--- config.mk ---
export PLATFORM = sky130hd
export DESIGN_NAME = tpw_top
export DESIGN_NICKNAME = d
export VERILOG_FILES = /design/src/rtl/tpw_pkg.sv /design/src/rtl/tpw_top.sv /design/src/rtl/tpw_phase.sv
export SDC_FILE = /design/constraint.sdc
export NUM_CORES = 1
export LEC_CHECK = 0
export BUFFER_PORTS_ARGS = -buffer_cell sky130_fd_sc_hd__buf_2
export CAP_MARGIN = 25
export CORE_MARGIN = 2
export CORE_UTILIZATION = 39
export DETAILED_ROUTE_END_ITERATION = 8
export GPL_ROUTABILITY_DRIVEN = 1
export RECOVER_POWER = 50
export SYNTH_ARGS = -nofsm -noshare
export SYNTH_HDL_FRONTEND = slang
export SYNTH_SLANG_ARGS = --single-unit
--- constraint.sdc ---
create_clock -name clk_i -period 5.3 [get_ports clk_i]
set_clock_uncertainty 0.05 [all_clocks]
set_input_delay 1.06 -clock clk_i [delete_from_list [all_inputs] [get_ports clk_i]]
set_output_delay 1.06 -clock clk_i [all_outputs]
set_load 0.005 [all_outputs]
--- src/rtl/tpw_pkg.sv ---
/*
  tpw_pkg: register map, field positions, reset values, widths and states
  of the three-phase centre-aligned pwm timing and output control block.
  assumes a 32-bit classic wishbone slave with byte addresses on 8 bits.
*/
package tpw_pkg;

  // ************************************************************
  // clock and widths
  // ************************************************************
  localparam int unsigned CLK_FREQ_HZ = 100_000_000;
  localparam int HP_W = 16;
  localparam int DT_W = 10;
  localparam int DUTY_W = 16;
  localparam int OE_W = 9;
  localparam int CMP_W = 19;
  localparam int START_W = 17;
  localparam int ADR_W = 8;

  // ************************************************************
  // register byte addresses
  // ************************************************************
  localparam logic [7:0] ADDR_CONTROL = 8'h00;
  localparam logic [7:0] ADDR_STATUS = 8'h04;
  localparam logic [7:0] ADDR_HALF_PERIOD = 8'h08;
  localparam logic [7:0] ADDR_DEAD_TIME = 8'h0C;
  localparam logic [7:0] ADDR_DUTY0 = 8'h10;
  localparam logic [7:0] ADDR_DUTY1 = 8'h14;
  localparam logic [7:0] ADDR_DUTY2 = 8'h18;
  localparam logic [7:0] ADDR_OUT_ENABLE = 8'h1C;

  // ************************************************************
  // field positions
  // ************************************************************
  localparam int CTRL_MODE_BIT = 2;
  localparam int STAT_HALF_BIT = 0;
  localparam int STAT_RUN_BIT = 1;
  localparam int OE_XOVER_P0 = 8;
  localparam int OE_XOVER_P1 = 7;
  localparam int OE_XOVER_P2 = 6;
  localparam int OE_DIS_P2L = 0;
  localparam int OE_DIS_P2H = 1;
  localparam int OE_DIS_P1H = 2;
  localparam int OE_DIS_P1L = 3;
  localparam int OE_DIS_P0H = 4;
  localparam int OE_DIS_P0L = 5;

  // ************************************************************
  // reset values
  // ************************************************************
  localparam logic CTRL_MODE_RST = 1'b0;
  localparam logic [HP_W-1:0] HP_RST = 16'h0000;
  localparam logic [DT_W-1:0] DT_RST = 10'h000;
  localparam logic [DUTY_W-1:0] DUTY_RST = 16'h0000;
  localparam logic [OE_W-1:0] OE_RST = 9'h000;

  // ************************************************************
  // timer states
  // ************************************************************
  typedef enum logic [1:0] {
    ST_IDLE,
    ST_START,
    ST_RUN
  } tpw_state_e;

  // byte-lane merge of a wishbone write into an old word
  function automatic logic [31:0] tpw_apply_sel(input logic [31:0] old_val,
                                                input logic [31:0] wdat,
                                                input logic [3:0] sel);
    logic [31:0] res;
    res = old_val;
    for (int i = 0; i < 4; i++) begin
      if (sel[i]) begin
        res[8*i +: 8] = wdat[8*i +: 8];
      end
    end
    return res;
  endfunction : tpw_apply_sel

endpackage : tpw_pkg

--- src/rtl/tpw_top.sv ---
/*
  tpw_top: three-phase centre-aligned pwm timing unit with output control,
  registers on a classic wishbone slave, one core clock, synchronous reset.
  assumes the gate drivers take the six pins as active-high on commands.
*/
// Our own choices: register access over Wishbone and the register offsets.
// Behaviour
// - half-period value counts core clocks per half
// - control bit 2 selects single or double update
// - sync each period, also mid-period in double
// - ten-bit shared dead time register
// - single update uses same values both halves
// - dead time moves both edges from duty instant
// - on times follow half-period, duty, dead time
// - on times clamp between zero and full period
// - double update: each half uses own values
// - double update inserts dead time likewise
// - phases one and two built like phase zero
// - no outputs until all four registers written
// - half-period write starts timer, delayed first sync
// - status bit 0 shows second half
// - nine-bit output enable and crossover register
// - bits 8, 7, 6 crossover phases 0, 1, 2
// - crossover swaps high and low pins
// - crossover bits clear after reset
// - set disable bit holds its pin low
// - disable applies after crossover
// - disable bits clear after reset
// - output enable latched on sync pulse
// - bits 0 and 1 disable phase 2 pair
module tpw_top
  import tpw_pkg::*;
(
  input wire logic clk_i,
  input wire logic rst_i,
  input wire logic wb_cyc_i,
  input wire logic wb_stb_i,
  input wire logic wb_we_i,
  input wire logic [ADR_W-1:0] wb_adr_i,
  input wire logic [3:0] wb_sel_i,
  input wire logic [31:0] wb_dat_i,
  output logic [31:0] wb_dat_o,
  output logic wb_ack_o,
  output logic phase0_high_out_o,
  output logic phase0_low_out_o,
  output logic phase1_high_out_o,
  output logic phase1_low_out_o,
  output logic phase2_high_out_o,
  output logic phase2_low_out_o,
  output logic cycle_sync_pulse_o
);

  // ************************************************************
  // declarations
  // ************************************************************
  logic ctrl_mode;
  logic [HP_W-1:0] half_period_reg;
  logic [DT_W-1:0] dead_time_reg;
  logic [DUTY_W-1:0] phase0_duty_reg;
  logic [DUTY_W-1:0] phase1_duty_reg;
  logic [DUTY_W-1:0] phase2_duty_reg;
  logic [OE_W-1:0] output_enable_crossover;
  logic [3:0] written;
  logic all_written;
  logic wr_en;
  logic hp_wr;
  logic [31:0] hp_word;
  logic [31:0] ctrl_word, dt_word, duty0_word, duty1_word, duty2_word, oe_word;
  logic [HP_W-1:0] act_hp;
  logic [DT_W-1:0] act_dt;
  logic [DUTY_W-1:0] act_duty [3];
  logic [OE_W-1:0] act_oe;
  tpw_state_e state;
  tpw_state_e next_state;
  logic [HP_W-1:0] cnt;
  logic [HP_W-1:0] next_cnt;
  logic half;
  logic next_half;
  logic [START_W-1:0] start_cnt;
  logic [START_W-1:0] next_start;
  logic sync_now;
  logic run;
  logic [2:0] pin_hi;
  logic [2:0] pin_lo;
  logic [2:0] xover;
  logic [2:0] dis_hi;
  logic [2:0] dis_lo;

  // startup delay: one and a half halves in single, one half in double
  function automatic logic [START_W-1:0] start_delay(input logic [HP_W-1:0] hp,
                                                     input logic dbl);
    logic [START_W-1:0] d;
    d = {1'b0, hp};
    if (!dbl) begin
      d = d + {2'b00, hp[HP_W-1:1]};
    end
    return d - 17'h00001;
  endfunction : start_delay

  // ************************************************************
  // wishbone slave
  // ************************************************************
  assign wr_en = wb_cyc_i && wb_stb_i && wb_we_i && wb_ack_o;
  assign hp_wr = wr_en && (wb_adr_i == ADDR_HALF_PERIOD);
  assign hp_word = tpw_apply_sel({16'h0000, half_period_reg}, wb_dat_i, wb_sel_i);
  assign ctrl_word = tpw_apply_sel(32'(ctrl_mode) << CTRL_MODE_BIT, wb_dat_i, wb_sel_i);
  assign dt_word = tpw_apply_sel({22'h000000, dead_time_reg}, wb_dat_i, wb_sel_i);
  assign duty0_word = tpw_apply_sel({16'h0000, phase0_duty_reg}, wb_dat_i, wb_sel_i);
  assign duty1_word = tpw_apply_sel({16'h0000, phase1_duty_reg}, wb_dat_i, wb_sel_i);
  assign duty2_word = tpw_apply_sel({16'h0000, phase2_duty_reg}, wb_dat_i, wb_sel_i);
  assign oe_word = tpw_apply_sel({23'h000000, output_enable_crossover}, wb_dat_i, wb_sel_i);

  always_ff @(posedge clk_i) begin
    if (rst_i) begin
      wb_ack_o <= 1'b0;
    end else begin
      wb_ack_o <= wb_cyc_i && wb_stb_i && !wb_ack_o;
    end
  end

  always_ff @(posedge clk_i) begin
    if (rst_i) begin
      wb_dat_o <= 32'h00000000;
    end else if (wb_cyc_i && wb_stb_i && !wb_ack_o) begin
      if (wb_adr_i == ADDR_CONTROL) begin
        wb_dat_o <= 32'(ctrl_mode) << CTRL_MODE_BIT;
      end else if (wb_adr_i == ADDR_STATUS) begin
        wb_dat_o <= (32'(half) << STAT_HALF_BIT) | (32'(run) << STAT_RUN_BIT);
      end else if (wb_adr_i == ADDR_HALF_PERIOD) begin
        wb_dat_o <= {16'h0000, half_period_reg};
      end else if (wb_adr_i == ADDR_DEAD_TIME) begin
        wb_dat_o <= {22'h000000, dead_time_reg};
      end else if (wb_adr_i == ADDR_DUTY0) begin
        wb_dat_o <= {16'h0000, phase0_duty_reg};
      end else if (wb_adr_i == ADDR_DUTY1) begin
        wb_dat_o <= {16'h0000, phase1_duty_reg};
      end else if (wb_adr_i == ADDR_DUTY2) begin
        wb_dat_o <= {16'h0000, phase2_duty_reg};
      end else if (wb_adr_i == ADDR_OUT_ENABLE) begin
        wb_dat_o <= {23'h000000, output_enable_crossover};
      end else begin
        wb_dat_o <= 32'h00000000;
      end
    end
  end

  // ************************************************************
  // software registers
  // ************************************************************
  always_ff @(posedge clk_i) begin
    if (rst_i) begin
      ctrl_mode <= CTRL_MODE_RST;
      half_period_reg <= HP_RST;
      dead_time_reg <= DT_RST;
      phase0_duty_reg <= DUTY_RST;
      phase1_duty_reg <= DUTY_RST;
      phase2_duty_reg <= DUTY_RST;
      output_enable_crossover <= OE_RST;
    end else if (wr_en) begin
      if (wb_adr_i == ADDR_CONTROL) begin
        ctrl_mode <= ctrl_word[CTRL_MODE_BIT];
      end else if (wb_adr_i == ADDR_HALF_PERIOD) begin
        half_period_reg <= hp_word[HP_W-1:0];
      end else if (wb_adr_i == ADDR_DEAD_TIME) begin
        dead_time_reg <= dt_word[DT_W-1:0];
      end else if (wb_adr_i == ADDR_DUTY0) begin
        phase0_duty_reg <= duty0_word[DUTY_W-1:0];
      end else if (wb_adr_i == ADDR_DUTY1) begin
        phase1_duty_reg <= duty1_word[DUTY_W-1:0];
      end else if (wb_adr_i == ADDR_DUTY2) begin
        phase2_duty_reg <= duty2_word[DUTY_W-1:0];
      end else if (wb_adr_i == ADDR_OUT_ENABLE) begin
        output_enable_crossover <= oe_word[OE_W-1:0];
      end
    end
  end

  // written-once flags for half-period and the three duties
  always_ff @(posedge clk_i) begin
    if (rst_i) begin
      written <= 4'h0;
    end else if (wr_en) begin
      if (wb_adr_i == ADDR_HALF_PERIOD) begin
        written[0] <= 1'b1;
      end else if (wb_adr_i == ADDR_DUTY0) begin
        written[1] <= 1'b1;
      end else if (wb_adr_i == ADDR_DUTY1) begin
        written[2] <= 1'b1;
      end else if (wb_adr_i == ADDR_DUTY2) begin
        written[3] <= 1'b1;
      end
    end
  end

  assign all_written = &written;

  // ************************************************************
  // main timer
  // ************************************************************
  always_comb begin
    next_state = state;
    next_cnt = cnt;
    next_half = half;
    next_start = start_cnt;
    sync_now = 1'b0;
    case (state)
      ST_IDLE: begin
        if (hp_wr) begin
          next_state = ST_START;
          next_start = start_delay(hp_word[HP_W-1:0], ctrl_mode);
        end
      end
      ST_START: begin
        if (hp_wr) begin
          next_start = start_delay(hp_word[HP_W-1:0], ctrl_mode);
        end else if (start_cnt != 17'h00000) begin
          next_start = start_cnt - 17'h00001;
        end else if (all_written) begin
          next_state = ST_RUN;
          next_cnt = 16'h0000;
          next_half = 1'b0;
          sync_now = 1'b1;
        end
      end
      ST_RUN: begin
        if (!half) begin
          if (cnt >= act_hp - 16'h0001) begin
            next_half = 1'b1;
            if (ctrl_mode) begin
              sync_now = 1'b1;
              next_cnt = half_period_reg - 16'h0001;
            end else begin
              next_cnt = act_hp - 16'h0001;
            end
          end else begin
            next_cnt = cnt + 16'h0001;
          end
        end else begin
          if (cnt == 16'h0000) begin
            next_half = 1'b0;
            next_cnt = 16'h0000;
            sync_now = 1'b1;
          end else begin
            next_cnt = cnt - 16'h0001;
          end
        end
      end
      default: begin
        next_state = ST_IDLE;
      end
    endcase
  end

  always_ff @(posedge clk_i) begin
    if (rst_i) begin
      state <= ST_IDLE;
      cnt <= 16'h0000;
      half <= 1'b0;
      start_cnt <= 17'h00000;
    end else begin
      state <= next_state;
      cnt <= next_cnt;
      half <= next_half;
      start_cnt <= next_start;
    end
  end

  // ************************************************************
  // sync pulse and latching
  // ************************************************************
  always_ff @(posedge clk_i) begin
    if (rst_i) begin
      cycle_sync_pulse_o <= 1'b0;
    end else begin
      cycle_sync_pulse_o <= sync_now;
    end
  end

  always_ff @(posedge clk_i) begin
    if (rst_i) begin
      act_hp <= HP_RST;
      act_dt <= DT_RST;
      act_duty[0] <= DUTY_RST;
      act_duty[1] <= DUTY_RST;
      act_duty[2] <= DUTY_RST;
      act_oe <= OE_RST;
    end else if (sync_now) begin
      act_hp <= half_period_reg;
      act_dt <= dead_time_reg;
      act_duty[0] <= phase0_duty_reg;
      act_duty[1] <= phase1_duty_reg;
      act_duty[2] <= phase2_duty_reg;
      act_oe <= output_enable_crossover;
    end
  end

  assign run = (state == ST_RUN);

  // ************************************************************
  // output control and phase pairs
  // ************************************************************
  assign xover = {act_oe[OE_XOVER_P2], act_oe[OE_XOVER_P1], act_oe[OE_XOVER_P0]};
  assign dis_hi = {act_oe[OE_DIS_P2H], act_oe[OE_DIS_P1H], act_oe[OE_DIS_P0H]};
  assign dis_lo = {act_oe[OE_DIS_P2L], act_oe[OE_DIS_P1L], act_oe[OE_DIS_P0L]};

  for (genvar p = 0; p < 3; p++) begin : g_phase
    tpw_phase u_phase (
      .clk_i(clk_i),
      .rst_i(rst_i),
      .run_i(run && all_written),
      .cnt_i(cnt),
      .hp_i(act_hp),
      .dt_i(act_dt),
      .duty_i(act_duty[p]),
      .xover_i(xover[p]),
      .dis_hi_i(dis_hi[p]),
      .dis_lo_i(dis_lo[p]),
      .hi_o(pin_hi[p]),
      .lo_o(pin_lo[p])
    );
  end

  assign phase0_high_out_o = pin_hi[0];
  assign phase0_low_out_o = pin_lo[0];
  assign phase1_high_out_o = pin_hi[1];
  assign phase1_low_out_o = pin_lo[1];
  assign phase2_high_out_o = pin_hi[2];
  assign phase2_low_out_o = pin_lo[2];

  // ************************************************************
  // assertions
  // ************************************************************
  mid_sync_a: assert property (@(posedge clk_i) disable iff (rst_i)
    $rose(half) |-> (cycle_sync_pulse_o == $past(ctrl_mode)))
    else $error("mid-period sync does not follow update mode");

  sync_latch_a: assert property (@(posedge clk_i) disable iff (rst_i)
    cycle_sync_pulse_o |-> (act_hp == $past(half_period_reg)) && (act_dt == $past(dead_time_reg)))
    else $error("period values not latched on sync");

  oe_latch_a: assert property (@(posedge clk_i) disable iff (rst_i)
    $changed(act_oe) |-> cycle_sync_pulse_o)
    else $error("output enable changed without sync");

  status_half_a: assert property (@(posedge clk_i) disable iff (rst_i)
    (run && $past(run) && $fell(half)) |-> cycle_sync_pulse_o)
    else $error("period start without sync pulse");

  idle_off_a: assert property (@(posedge clk_i) disable iff (rst_i)
    !all_written |=> !(|pin_hi) && !(|pin_lo))
    else $error("output active before all registers written");

  oe_reset_a: assert property (@(posedge clk_i)
    $past(rst_i) |-> (output_enable_crossover == 9'h000) && (act_oe == 9'h000))
    else $error("output enable not cleared by reset");

  start_delay_a: assert property (@(posedge clk_i) disable iff (rst_i)
    (state == ST_IDLE && hp_wr && !ctrl_mode && hp_word[HP_W-1:0] == 16'h0014)
    |=> (state == ST_START && start_cnt == 17'h0001D))
    else $error("startup delay wrong");

  count_span_a: assert property (@(posedge clk_i) disable iff (rst_i)
    (run && !half && !sync_now && $past(run) && !$past(half)) |-> (cnt == $past(cnt) + 16'h0001))
    else $error("first-half counter does not step by one");

endmodule : tpw_top

--- src/rtl/tpw_phase.sv ---
/*
  tpw_phase: one output pair: dead-time compare against the shared counter,
  crossover and per-pin disable, registered pin drive.
  assumes the counter counts up in the first half and down in the second.
*/
module tpw_phase
  import tpw_pkg::*;
(
  input wire logic clk_i,
  input wire logic rst_i,
  input wire logic run_i,
  input wire logic [HP_W-1:0] cnt_i,
  input wire logic [HP_W-1:0] hp_i,
  input wire logic [DT_W-1:0] dt_i,
  input wire logic [DUTY_W-1:0] duty_i,
  input wire logic xover_i,
  input wire logic dis_hi_i,
  input wire logic dis_lo_i,
  output logic hi_o,
  output logic lo_o
);

  logic signed [CMP_W-1:0] twice_cnt;
  logic signed [CMP_W-1:0] thr_hi;
  logic signed [CMP_W-1:0] thr_lo;
  logic raw_hi;
  logic raw_lo;

  // ************************************************************
  // compare with dead time
  // ************************************************************
  always_comb begin
    twice_cnt = $signed({2'b00, cnt_i, 1'b0});
    thr_hi = $signed({3'b000, hp_i}) - $signed({2'b00, duty_i, 1'b0})
             + $signed({8'h00, dt_i, 1'b0});
    thr_lo = $signed({3'b000, hp_i}) - $signed({2'b00, duty_i, 1'b0})
             - $signed({8'h00, dt_i, 1'b0});
    raw_hi = run_i && (twice_cnt >= thr_hi);
    raw_lo = run_i && (twice_cnt < thr_lo);
  end

  // ************************************************************
  // crossover then disable
  // ************************************************************
  always_ff @(posedge clk_i) begin
    if (rst_i) begin
      hi_o <= 1'b0;
      lo_o <= 1'b0;
    end else begin
      hi_o <= !dis_hi_i && (xover_i ? raw_lo : raw_hi);
      lo_o <= !dis_lo_i && (xover_i ? raw_hi : raw_lo);
    end
  end

  no_overlap_a: assert property (@(posedge clk_i) disable iff (rst_i)
    !(raw_hi && raw_lo))
    else $error("high and low timing signals overlap");

  pin_disable_a: assert property (@(posedge clk_i) disable iff (rst_i)
    (dis_hi_i || dis_lo_i) |=> !((hi_o && $past(dis_hi_i)) || (lo_o && $past(dis_lo_i))))
    else $error("disabled output not held low");

  crossover_a: assert property (@(posedge clk_i) disable iff (rst_i)
    (xover_i && !dis_hi_i && !dis_lo_i) |=> (hi_o == $past(raw_lo)) && (lo_o == $past(raw_hi)))
    else $error("crossover routing wrong");

endmodule : tpw_phase

==> flow_summary.json, run 1 <==
{
  "p_per_area_mw_per_mm2": 191,
  "ys_seq_area_frac": 0.253,
  "regArea_mm2": 0.00511,
  "drt_iter0_markers": 1087,
  "fillCellCount": 5062,
  "fmaxAchievable_mhz": 196,
  "port_buffers": 54,
  "track_usage": 0.234,
  "reg_top3": "act_duty: 48 flops, start_cnt: 17 flops",
  "outcome": "finished with violations",
  "cts-root-buf": "clkbuf_16",
  "yosys-top-cells-count": "331 x nor2_1, 243 x ha_1, 183 x dfxtp_1",
  "rows": 83,
  "postRouteAntennaNets": 0,
  "min_to": "wb_dat_o[5]",
  "drive_gt1_frac": 0.128,
  "dieArea_mm2": 0.0536,
  "grt_pass1_vias": 18300,
  "antenna_found_initial": 1,
  "start_kind": "register",
  "cts_tree": "built",
  "tightestPinTransition_ns": 2.93,
  "yosysMostFrequentCell": "nor2_1",
  "vdd.ir_drop.worst_mv": 0.202,
  "cts_max_level": 1,
  "post-route-util": 0.452,
  "worstPathRequired_ns": 5.69,
  "synth_async_sr_flop_share": 0,
  "vias": 18600,
  "layout_worst_path_cycle_share": 0.963,
  "relSlewSlack": -0.956,
  "cts.path.max_buffers": 3,
  "yosysTopAreaCell": "dfxtp_1",
  "crit_top_cell": "clkbuf_1",
  "postCtsHoldBufs": 0,
  "core-area_mm2": 0.0513,
  "initial_core_util": 0.394,
  "cts.sinks": 231,
  "clk_latency_ns": 0.55,
  "via_per_inst": 5.69,
  "drt_pre_antenna_iters": 7,
  "synth_ff_type": "dfxtp_1",
  "slowest_stage": "clkbuf_1",
  "remaining_drc_errors": 0,
  "drv_slew": 150,
  "hold_class": "reg -> reg",
  "yosys_register_bits": 231,
  "dp_hpwl_um": 50800,
  "die_y_um": 232,
  "max_stage_delay_ns": 0.63,
  "synth_edf_count": 48,
  "finalWeightedCongestion": 0.902,
  "ys_warn_count": 0,
  "routed_wl_um": 64400,
  "antennaDiodeCount": 0,
  "grt_pass1_wl_um": 100000,
  "synth_top_area_frac": 0.181,
  "postSynthCellCount": 2442,
  "rrSetupSlack_ns": 0.20,
  "hp-start": "wb_dat_o[5]",
  "multi_input_area_mm2": 0.0145,
  "largest_reg_flops": 48,
  "path_clk_slew_ns": 0.06,
  "synth_area_mm2": 0.0202,
  "min_path_cells": 2,
  "crit_path_end_kind": "register",
  "cp_cell_sequence": "clkbuf_1, or3_1, or4_1, or2_0, nor4_1, xnor2_1, ha_1, a21o_1, a21o_1, a21oi_1, o21ai_0, clkbuf_1, nor2_2, clkbuf_1, a211oi_1, a211o_1, a32o_1",
  "wl_per_cell_um": 19.7,
  "finalWorstSetupSlack_ns": 0.195,
  "crit_family": "simple AND/OR/NAND/NOR gates",
  "critPathMaxFanout": 17,
  "synth_cell_types": 86,
  "violations": "capacitance limit, slew limit",
  "rr_worst_depth": 17,
  "nNetsFinal": 2877,
  "syn_to_final_growth_pct": 14.8,
  "finalHoldViolations": 0,
  "setup_viol": 0,
  "dieWidth_um": 232,
  "maxCapViolCount": 4,
  "synthTopCellsByArea": "dfxtp_1 18%, ha_1 15%, edfxtp_1 7.1%, mux2i_1 6.3%, nor2_1 6.2%",
  "largest_register": "act_duty",
  "grt.overflow.total": 0,
  "crit_buf_inv": 3,
  "cts_buffers": 27,
  "p_leak_nw": 10.0,
  "grt_max_degree": 66,
  "rr_startpoint": "act_hp[2]",
  "syn_avg_cell_area_um2": 8.27,
  "path_depth": 17,
  "fin_crit_ns": 5.10,
  "cp_data_arrival_time_ns": 5.50,
  "timing.rr.end": "cnt[9]",
  "post-place-ws_ns": -0.0864,
  "io_pins": 89,
  "crit_type": "reg -> reg"
}
[what timing repair did]
action / 4_1_cts / 5_1_grt
resized for setup: 6 / 84
pin swaps: 3 / 39
buffers inserted: 3 / 20
endpoints found under the setup margin: 7 / 54
[routing by layer]
layer	vias to the layer above	track usage	part of all wire
li1	9027	-	-
met1	8905	0.312	0.45
met2	558	0.397	0.46
met3	136	0.0197	0.050
met4	2	0.0815	0.035
met5	-	0	0.00019
[cell usage in the layout (no fill, tap or decap), types with 15 or more instances in the layout]
cell       instances
nor2b_1           50
nor4_1            17
and2_1            53
clkbuf_16         27
o21ai_0           87
mux2_2            15
nor3_1            67
o211ai_1          19
xnor2_1          105
a211oi_1          42
inv_1            115
nand2_1          126
xor2_1            60
nor2_1           326
o21a_1            34
ha_1             238
o21bai_1          15
o31ai_1           18
mux2i_1          127
buf_4            140
buf_2             35
a21oi_1          132
a21o_1            32
or3_1             19
dfxtp_1          179
edfxtp_1          48
clkbuf_1          35
conb_1            16
nand3_1           42
nand2b_1          26
a31oi_1           18
[worst max-delay path by stage]
stage | startpoint | end | slack (ns)
6_report | act_hp[2] | cnt[9] | 0.20
5_1_grt | act_hp[1] | g_phase[2].u_phase.lo_o | -0.03
4_1_cts | act_hp[1] | g_phase[2].u_phase.hi_o | 0.02
3_5_place_dp | act_hp[1] | g_phase[0].u_phase.hi_o | -0.09
3_3_place_gp | act_hp[1] | g_phase[0].u_phase.lo_o | -0.05
2_1_floorplan | wb_sel_i[0] | start_cnt[16] | 0.49
[cell families (layout without fill, tap and decap cells)]
family,after synthesis,count (layout),synth area share
buf+inv,240,379,0.0488
fa+ha+maj,253,253,0.160
flops,231,231,0.253
other cells,1,16,0.000186
simple gates,828,828,0.199
compound gates,572,572,0.190
xor+xnor,172,172,0.0746
mux,145,145,0.0741
[where the power goes]
group / switching (mW) / internal, mW / total, mW
sequential: 0.0115 / 1.81 / 1.83
clock: 0.782 / 1.10 / 1.88
combinational: 0.420 / 0.293 / 0.713
total: 1.21 / 3.21 / 4.42
[area by class of cell]
class                   count  share of cell area
flip-flops and latches    231               0.221
well taps                 680              0.0367
multi-input cells        1986               0.626
clock buffers              31              0.0302
inverters                 119              0.0193
repair buffers            210              0.0593
clock inverters            19             0.00831
[worst min-delay path, cell delays in order, from the launching register on]
cell and delay (ns):
dfxtp_1 0.31, nand2_1 0.05, a21oi_1 0.05
[per-stage QoR]
stage          setup TNS (ns)  instances  hold WS (ns)  power, mW  area [um2]
2_1_floorplan               0       2457         0.339       2.33       20300
3_3_place_gp          -0.0933       3203         0.393       2.52       21900
3_5_place_dp           -0.236       3203         0.403       2.53       21900
4_1_cts                     0       3256         0.416       4.42       22800
5_1_grt               -0.0756       3276         0.431       4.60       23200
6_report                    0       3276         0.410       4.42       23200
Power figures use the tool's default switching activity.
==> inputs of run 2 (changes only) <==
Settings changed: REMOVE_ABC_BUFFERS from default to 1.
==> run 2 against run 1 <==
Compared with the run above: the run still ends with capacitance limit, slew limit left; register-to-register slack improved by 0.04 ns; setup slack gained 0.042 ns; fmax increased by 0.82%; sequential power about the same; final cell count shrank 0.89%; clock power up 16%; utilization down 0.12 points; routed wire length fell by 1.9%; die area stayed put; sequential share of layout area about the same; flip-flop and latch count unchanged; critical path type unchanged.
==> flow_summary.json, run 2 (synthesis results as in run 1) <==
{
  "outcome": "finished with violations",
  "violations": "capacitance limit, slew limit",
  "crit_top_cell": "ha_1",
  "start_kind": "register",
  "p_per_area_mw_per_mm2": 203,
  "wl_per_cell_um": 19.5,
  "port_buffers": 54,
  "fmaxAchievable_mhz": 198,
  "dp_hpwl_um": 49200,
  "p_seq_frac": 0.388,
  "rrSetupSlack_ns": 0.24,
  "antennaDiodeCount": 0,
  "timing.rr.end": "g_phase[0].u_phase.hi_o",
  "core-area_mm2": 0.0513,
  "clk_latency_ns": 0.58,
  "swShare": 0.265,
  "remaining_drc_errors": 0,
  "dieArea_mm2": 0.0536,
  "dieWidth_um": 232,
  "rr_worst_depth": 27,
  "path_depth": 27,
  "rows": 83,
  "drv_slew": 79,
  "finalWeightedCongestion": 0.930,
  "routed_wl_um": 63200,
  "cts_max_level": 1,
  "tightestPinTransition_ns": 3.54,
  "die_y_um": 232,
  "vdd.ir_drop.worst_mv": 0.221,
  "path_clk_slew_ns": 0.06,
  "relSlewSlack": -1.36,
  "grt_pass1_wl_um": 98600,
  "critPathMaxFanout": 4,
  "antenna_found_initial": 0,
  "syn_to_final_growth_pct": 14.5,
  "rsz0062_at_grt": "yes",
  "postCtsHoldBufs": 0,
  "initial_core_util": 0.394,
  "reg_top3": "act_duty: 48 flops, start_cnt: 17 flops",
  "grt.overflow.total": 0,
  "crit_path_end": "g_phase[0].u_phase.hi_o",
  "vias": 18400,
  "finalInstanceArea_mm2": 0.0231,
  "max_stage_delay_ns": 0.44,
  "startpoint": "act_duty[0][1]",
  "drive_gt1_frac": 0.122,
  "final_common_cell": "nor2_1",
  "layout_worst_path_cycle_share": 0.955,
  "grt_max_degree": 102,
  "cts.path.max_buffers": 3,
  "p_sw_mw": 1.24,
  "io_pins": 89,
  "post-route-util": 0.451,
  "min_path_cells": 2,
  "rr_startpoint": "act_duty[0][1]",
  "largest_register": "act_duty",
  "placed_cell_area_mm2": 0.0218,
  "p_leak_nw": 10.0,
  "worstPathRequired_ns": 5.70,
  "fillCellCount": 5121,
  "postRouteAntennaNets": 0,
  "crit_path_end_kind": "register",
  "setup_viol": 0,
  "cts_buffers": 28,
  "crit_buf_inv": 3,
  "layout_common_cells": "327 x nor2_1, 235 x ha_1, 181 x dfxtp_1",
  "cts-root-buf": "clkbuf_16",
  "finalHoldViolations": 0,
  "slowest_stage": "or4_4",
  "fin_crit_ns": 5.06,
  "maxCapViolCount": 1,
  "largest_reg_flops": 48,
  "cp_data_arrival_time_ns": 5.46,
  "drt_pre_antenna_iters": 6,
  "crit_family": "compound AO/OA/AOI/OAI gates",
  "via_per_inst": 5.67,
  "p_int_mw": 3.46,
  "nNetsFinal": 2847,
  "drt_iter0_markers": 1626,
  "hold_class": "reg -> reg",
  "combPwrFrac": 0.147,
  "cts_tree": "built",
  "track_usage": 0.232,
  "crit_type": "reg -> reg",
  "clockPowerShare": 0.465,
  "grt_pass1_vias": 17900,
  "cts.sinks": 231
}
-- run 2: worst register-to-register path: stages (launching register included) --
cell and delay [ns]:
edfxtp_1 0.39, inv_1 0.07, ha_1 0.21, nor2b_1 0.15, o31a_1 0.25, or2_2 0.30, a21oi_2 0.17, xnor2_2 0.14
ha_1 0.34, buf_6 0.12, nand2b_1 0.05, a21o_1 0.18, o41ai_2 0.05, buf_4 0.17, nor2_1 0.04, o21a_1 0.19
o21a_1 0.24, or4_4 0.44, nor2_2 0.11, xnor2_1 0.07, ha_1 0.33, nand3_1 0.07, nor3_1 0.17, o31ai_1 0.13
a21oi_2 0.20, o31ai_4 0.10, o2111ai_1 0.11, a21oi_1 0.09
-- run 2: how the worst min path moves through the flow --
stage,start,end,slack (ns)
2_1_floorplan,act_oe[4],g_phase[0].u_phase.hi_o,0.34
3_3_place_gp,written[3],written[3],0.39
3_5_place_dp,wb_dat_o[2],wb_dat_o[2],0.40
4_1_cts,wb_dat_o[2],wb_dat_o[2],0.40
5_1_grt,wb_dat_o[7],wb_dat_o[7],0.43
6_report,wb_dat_o[6],wb_dat_o[6],0.41
-- run 2: metal layers --
layer  share of wire  up-vias  track usage
met5               0        -            0
met4           0.027        0       0.0663
met3           0.046       95       0.0185
met2            0.47      494        0.399
met1            0.45     8854        0.310
li1                -     8981            -
-- run 2: repair_timing --
item / CTS / global route
gates cloned: 0 / 0
resized for setup: 10 / 71
endpoints found under the setup margin: 5 / 6
pin swaps: 0 / 37
setup buffers: 0 / 9
-- run 2: stage by stage --
stage	std cells	hold WS (ns)	power, mW	setup TNS [ns]	worst slack (ns)
floorplan	2336	0.339	2.29	-217.77	-2.55
global placement	3185	0.391	2.50	-0.142	-0.0602
detailed placement	3185	0.396	2.52	-0.326	-0.0895
CTS	3237	0.404	4.71	0	0.00843
global route	3247	0.429	4.89	-0.118	-0.0588
finish	3247	0.406	4.70	0	0.237
-- run 2: layout make-up --
type	count	area, um2	area share
Inverter	119	447	0.0193
Clock inverter	21	328	0.0142
Clock buffer	31	712	0.0308
Sequential cell	231	5110	0.221
Multi-Input combinational cell	1986	14500	0.627
Tap cell	680	851	0.0368
Timing Repair Buffer	179	1180	0.0511
-- run 2: power by group through the flow --
stage | Combinational (mW) | Clock, mW | Sequential [mW]
floorplan | 0.432 | 0 | 1.86
global placement | 0.639 | 0 | 1.86
detailed placement | 0.654 | 0 | 1.87
CTS | 0.661 | 2.22 | 1.83
global route | 0.764 | 2.30 | 1.83
finish | 0.689 | 2.19 | 1.83
==> inputs of run 3 (changes only) <==
Settings changed: ABC_AREA from default to 1, CORE_MARGIN 2 to 4.
==> run 3 against run 2 <==
Compared with the run above: setup slack worse by 0.029 ns; first-iteration DRC count is 5.6% lower; synthesized area rose by 6.7%; the flow still finishes with violations (capacitance limit, slew limit); utilization fell by 1.9 points; routed wire length rose by 8.5%; total power rose by 17%; design area up 1.3%; sequential power is 8% higher; global-route usage shrank 0.78 points; clock-buffer cell count shrank 3.
==> flow_summary.json, run 3 <==
{
  "p_sw_mw": 1.98,
  "drt_iter0_markers": 1535,
  "remaining_drc_errors": 0,
  "track_usage": 0.224,
  "hold_class": "reg -> reg",
  "clockPowerShare": 0.333,
  "final_common_cell": "nand2_1",
  "antennaDiodeCount": 0,
  "cts_buffers": 26,
  "layout_worst_path_cycle_share": 0.961,
  "regArea_mm2": 0.00511,
  "synthTopCellsByArea": "dfxtp_1 17%, ha_1 14%, nand2_1 12%, inv_1 8.0%, a21oi_1 6.8%",
  "max_stage_delay_ns": 0.42,
  "maxCapViolCount": 1,
  "fmaxAchievable_mhz": 196,
  "crit_top_cell": "nand2_1",
  "nNetsFinal": 3587,
  "synth_top_area_frac": 0.170,
  "drv_slew": 101,
  "finalHoldViolations": 0,
  "routed_wl_um": 68600,
  "post-place-ws_ns": 0.190,
  "p_seq_frac": 0.357,
  "via_per_inst": 5.28,
  "die_y_um": 243,
  "cts_max_level": 1,
  "syn_to_final_growth_pct": 8.68,
  "crit_path_end": "g_phase[1].u_phase.lo_o",
  "dieArea_mm2": 0.0591,
  "dp_hpwl_um": 55100,
  "initial_core_util": 0.397,
  "yosys_register_bits": 231,
  "postSynthCellCount": 3256,
  "antenna_found_initial": 1,
  "grt_max_degree": 101,
  "finalWorstSetupSlack_ns": 0.208,
  "crit_type": "reg -> reg",
  "core-area_mm2": 0.0542,
  "rrSetupSlack_ns": 0.21,
  "cts-root-buf": "clkbuf_16",
  "synth_ff_type": "dfxtp_1",
  "grt_pass1_wl_um": 107000,
  "fillCellCount": 5847,
  "layoutNonFillerInstCount": 4001,
  "synth_edf_count": 48,
  "ys_seq_area_frac": 0.237,
  "synth_cell_types": 59,
  "vias": 21100,
  "path_clk_slew_ns": 0.06,
  "p_int_mw": 3.53,
  "postRouteAntennaNets": 0,
  "layout_common_cells": "713 x nand2_1, 459 x inv_1, 314 x nor2_1",
  "tns_ns": 0,
  "outcome": "finished with violations",
  "cp_data_arrival_time_ns": 5.51,
  "rr_startpoint": "act_hp[1]",
  "setup_viol": 0,
  "finalWeightedCongestion": 0.955,
  "cts.path.max_buffers": 3,
  "yosysTopAreaCell": "dfxtp_1",
  "critPathMaxFanout": 6,
  "p_per_area_mw_per_mm2": 236,
  "largest_reg_flops": 48,
  "synth_async_sr_flop_share": 0,
  "worstPathRequired_ns": 5.72,
  "syn_avg_cell_area_um2": 6.62,
  "io_pins": 89,
  "largest_register": "act_duty",
  "clk_latency_ns": 0.55,
  "startpoint": "act_hp[1]",
  "violations": "capacitance limit, slew limit",
  "reg_top3": "act_duty: 48 flops, start_cnt: 17 flops",
  "p_leak_nw": 11.2,
  "timing.rr.end": "g_phase[1].u_phase.lo_o",
  "rr_worst_depth": 29,
  "grt.overflow.total": 0,
  "slowest_stage": "fa_1",
  "start_kind": "register",
  "yosysMostFrequentCell": "nand2_1",
  "multi_input_area_mm2": 0.0142,
  "crit_path_end_kind": "register",
  "combPwrFrac": 0.310,
  "wl_per_cell_um": 17.1,
  "yosys-top-cells-count": "714 x nand2_1, 457 x inv_1, 310 x nor2_1",
  "relSlewSlack": -0.959,
  "ys_warn_count": 0,
  "drive_gt1_frac": 0.0511,
  "tightestPinTransition_ns": 2.94,
  "drt_pre_antenna_iters": 7,
  "port_buffers": 54,
  "rows": 85,
  "vdd.ir_drop.worst_mv": 0.228,
  "synth_area_mm2": 0.0216,
  "dieWidth_um": 243,
  "power_mw": 5.52,
  "fin_crit_ns": 5.09,
  "cts.sinks": 231,
  "grt_pass1_vias": 19600,
  "swShare": 0.359,
  "post-place-cells": 3948,
  "cts_tree": "built"
}
run 3: cell count changes after synthesis, sizes merged, moves of 67 or more:
cell / change
nand3: +173
nand4: +67
nand2: +593
o21ai: +79
inv: +347
mux2i: -126
xnor2: -81
a21oi: +151
run 3: cells by family (layout without fill, tap and decap cells):
logic type                 Yosys count  in the layout  share of synthesized area
muxes                                1              1                   0.000464
xor gates and xnor gates           149            149                     0.0605
DFF                                231            231                      0.237
buffers and inverters              587            621                      0.108
adders and majority gates          253            253                      0.150
and+or+nand+nor                   1408           1408                      0.280
AOI/OAI and AO/OA                  626            626                      0.164
other                                1             16                   0.000174
run 3: power groups by stage:
stage / registers [mW] / clock network (mW) / logic, mW
after floorplan: 1.99 / 0 / 1.27
after global placement: 2.00 / 0 / 1.69
after detailed placement: 2.00 / 0 / 1.70
after CTS: 1.97 / 1.88 / 1.71
after global routing: 1.98 / 1.95 / 1.95
final: 1.97 / 1.84 / 1.71
run 3: final cells by class:
cell class,instances,share of cell area
sequential,231,0.218
tap,696,0.0372
multi-input combinational,2453,0.607
clock buffer,28,0.0281
inverter,472,0.0756
clock inverter,20,0.00929
timing repair buffer,101,0.0248
run 3: worst min path at each step:
stage                            start           end  slack, ns  depth (start not counted)
after global placement      written[1]    written[1]       0.40                          2
after global routing      wb_dat_o[11]  wb_dat_o[11]       0.43                          2
final                       written[0]    written[0]       0.41                          2
after detailed placement    written[1]    written[1]       0.40                          2
after floorplan             written[0]    written[0]       0.38                          2
after CTS                   written[1]    written[1]       0.41                          2
run 3: through the flow:
step | utilization | cell area, um2 | hold slack, ns
finish | 0.432 | 23400 | 0.408
detailed placement | 0.415 | 22500 | 0.401
global route | 0.432 | 23400 | 0.428
CTS | 0.431 | 23400 | 0.411
floorplan | - | 21100 | 0.380
global placement | 0.415 | 22500 | 0.396
run 3: what timing repair did:
| action | in CTS | in global routing |
|---|---|---|
| gates resized for setup | 0 | 20 |
| hold buffers | 0 | 0 |
| setup endpoints to repair | 0 | 6 |
| buffers inserted | 0 | 3 |
run 3: per-layer routing:
layer  vias to the layer above  wire length (um)  global-route usage
met3                       117              3740              0.0184
met2                       612             29500               0.354
met1                      9572             32800               0.322
li1                      10800                 -                   -
met4                         2              2610              0.0754
met5                         -                11                   0
run 3: critical path: cells and delay by family (launching register included):
kind / cells / cell delay [ns]
buf+inv: 4 / 0.32
fa+ha+maj: 4 / 1.39
xor+xnor: 2 / 0.51
simple gates: 16 / 1.81
compound gates: 3 / 0.63
flops: 1 / 0.33
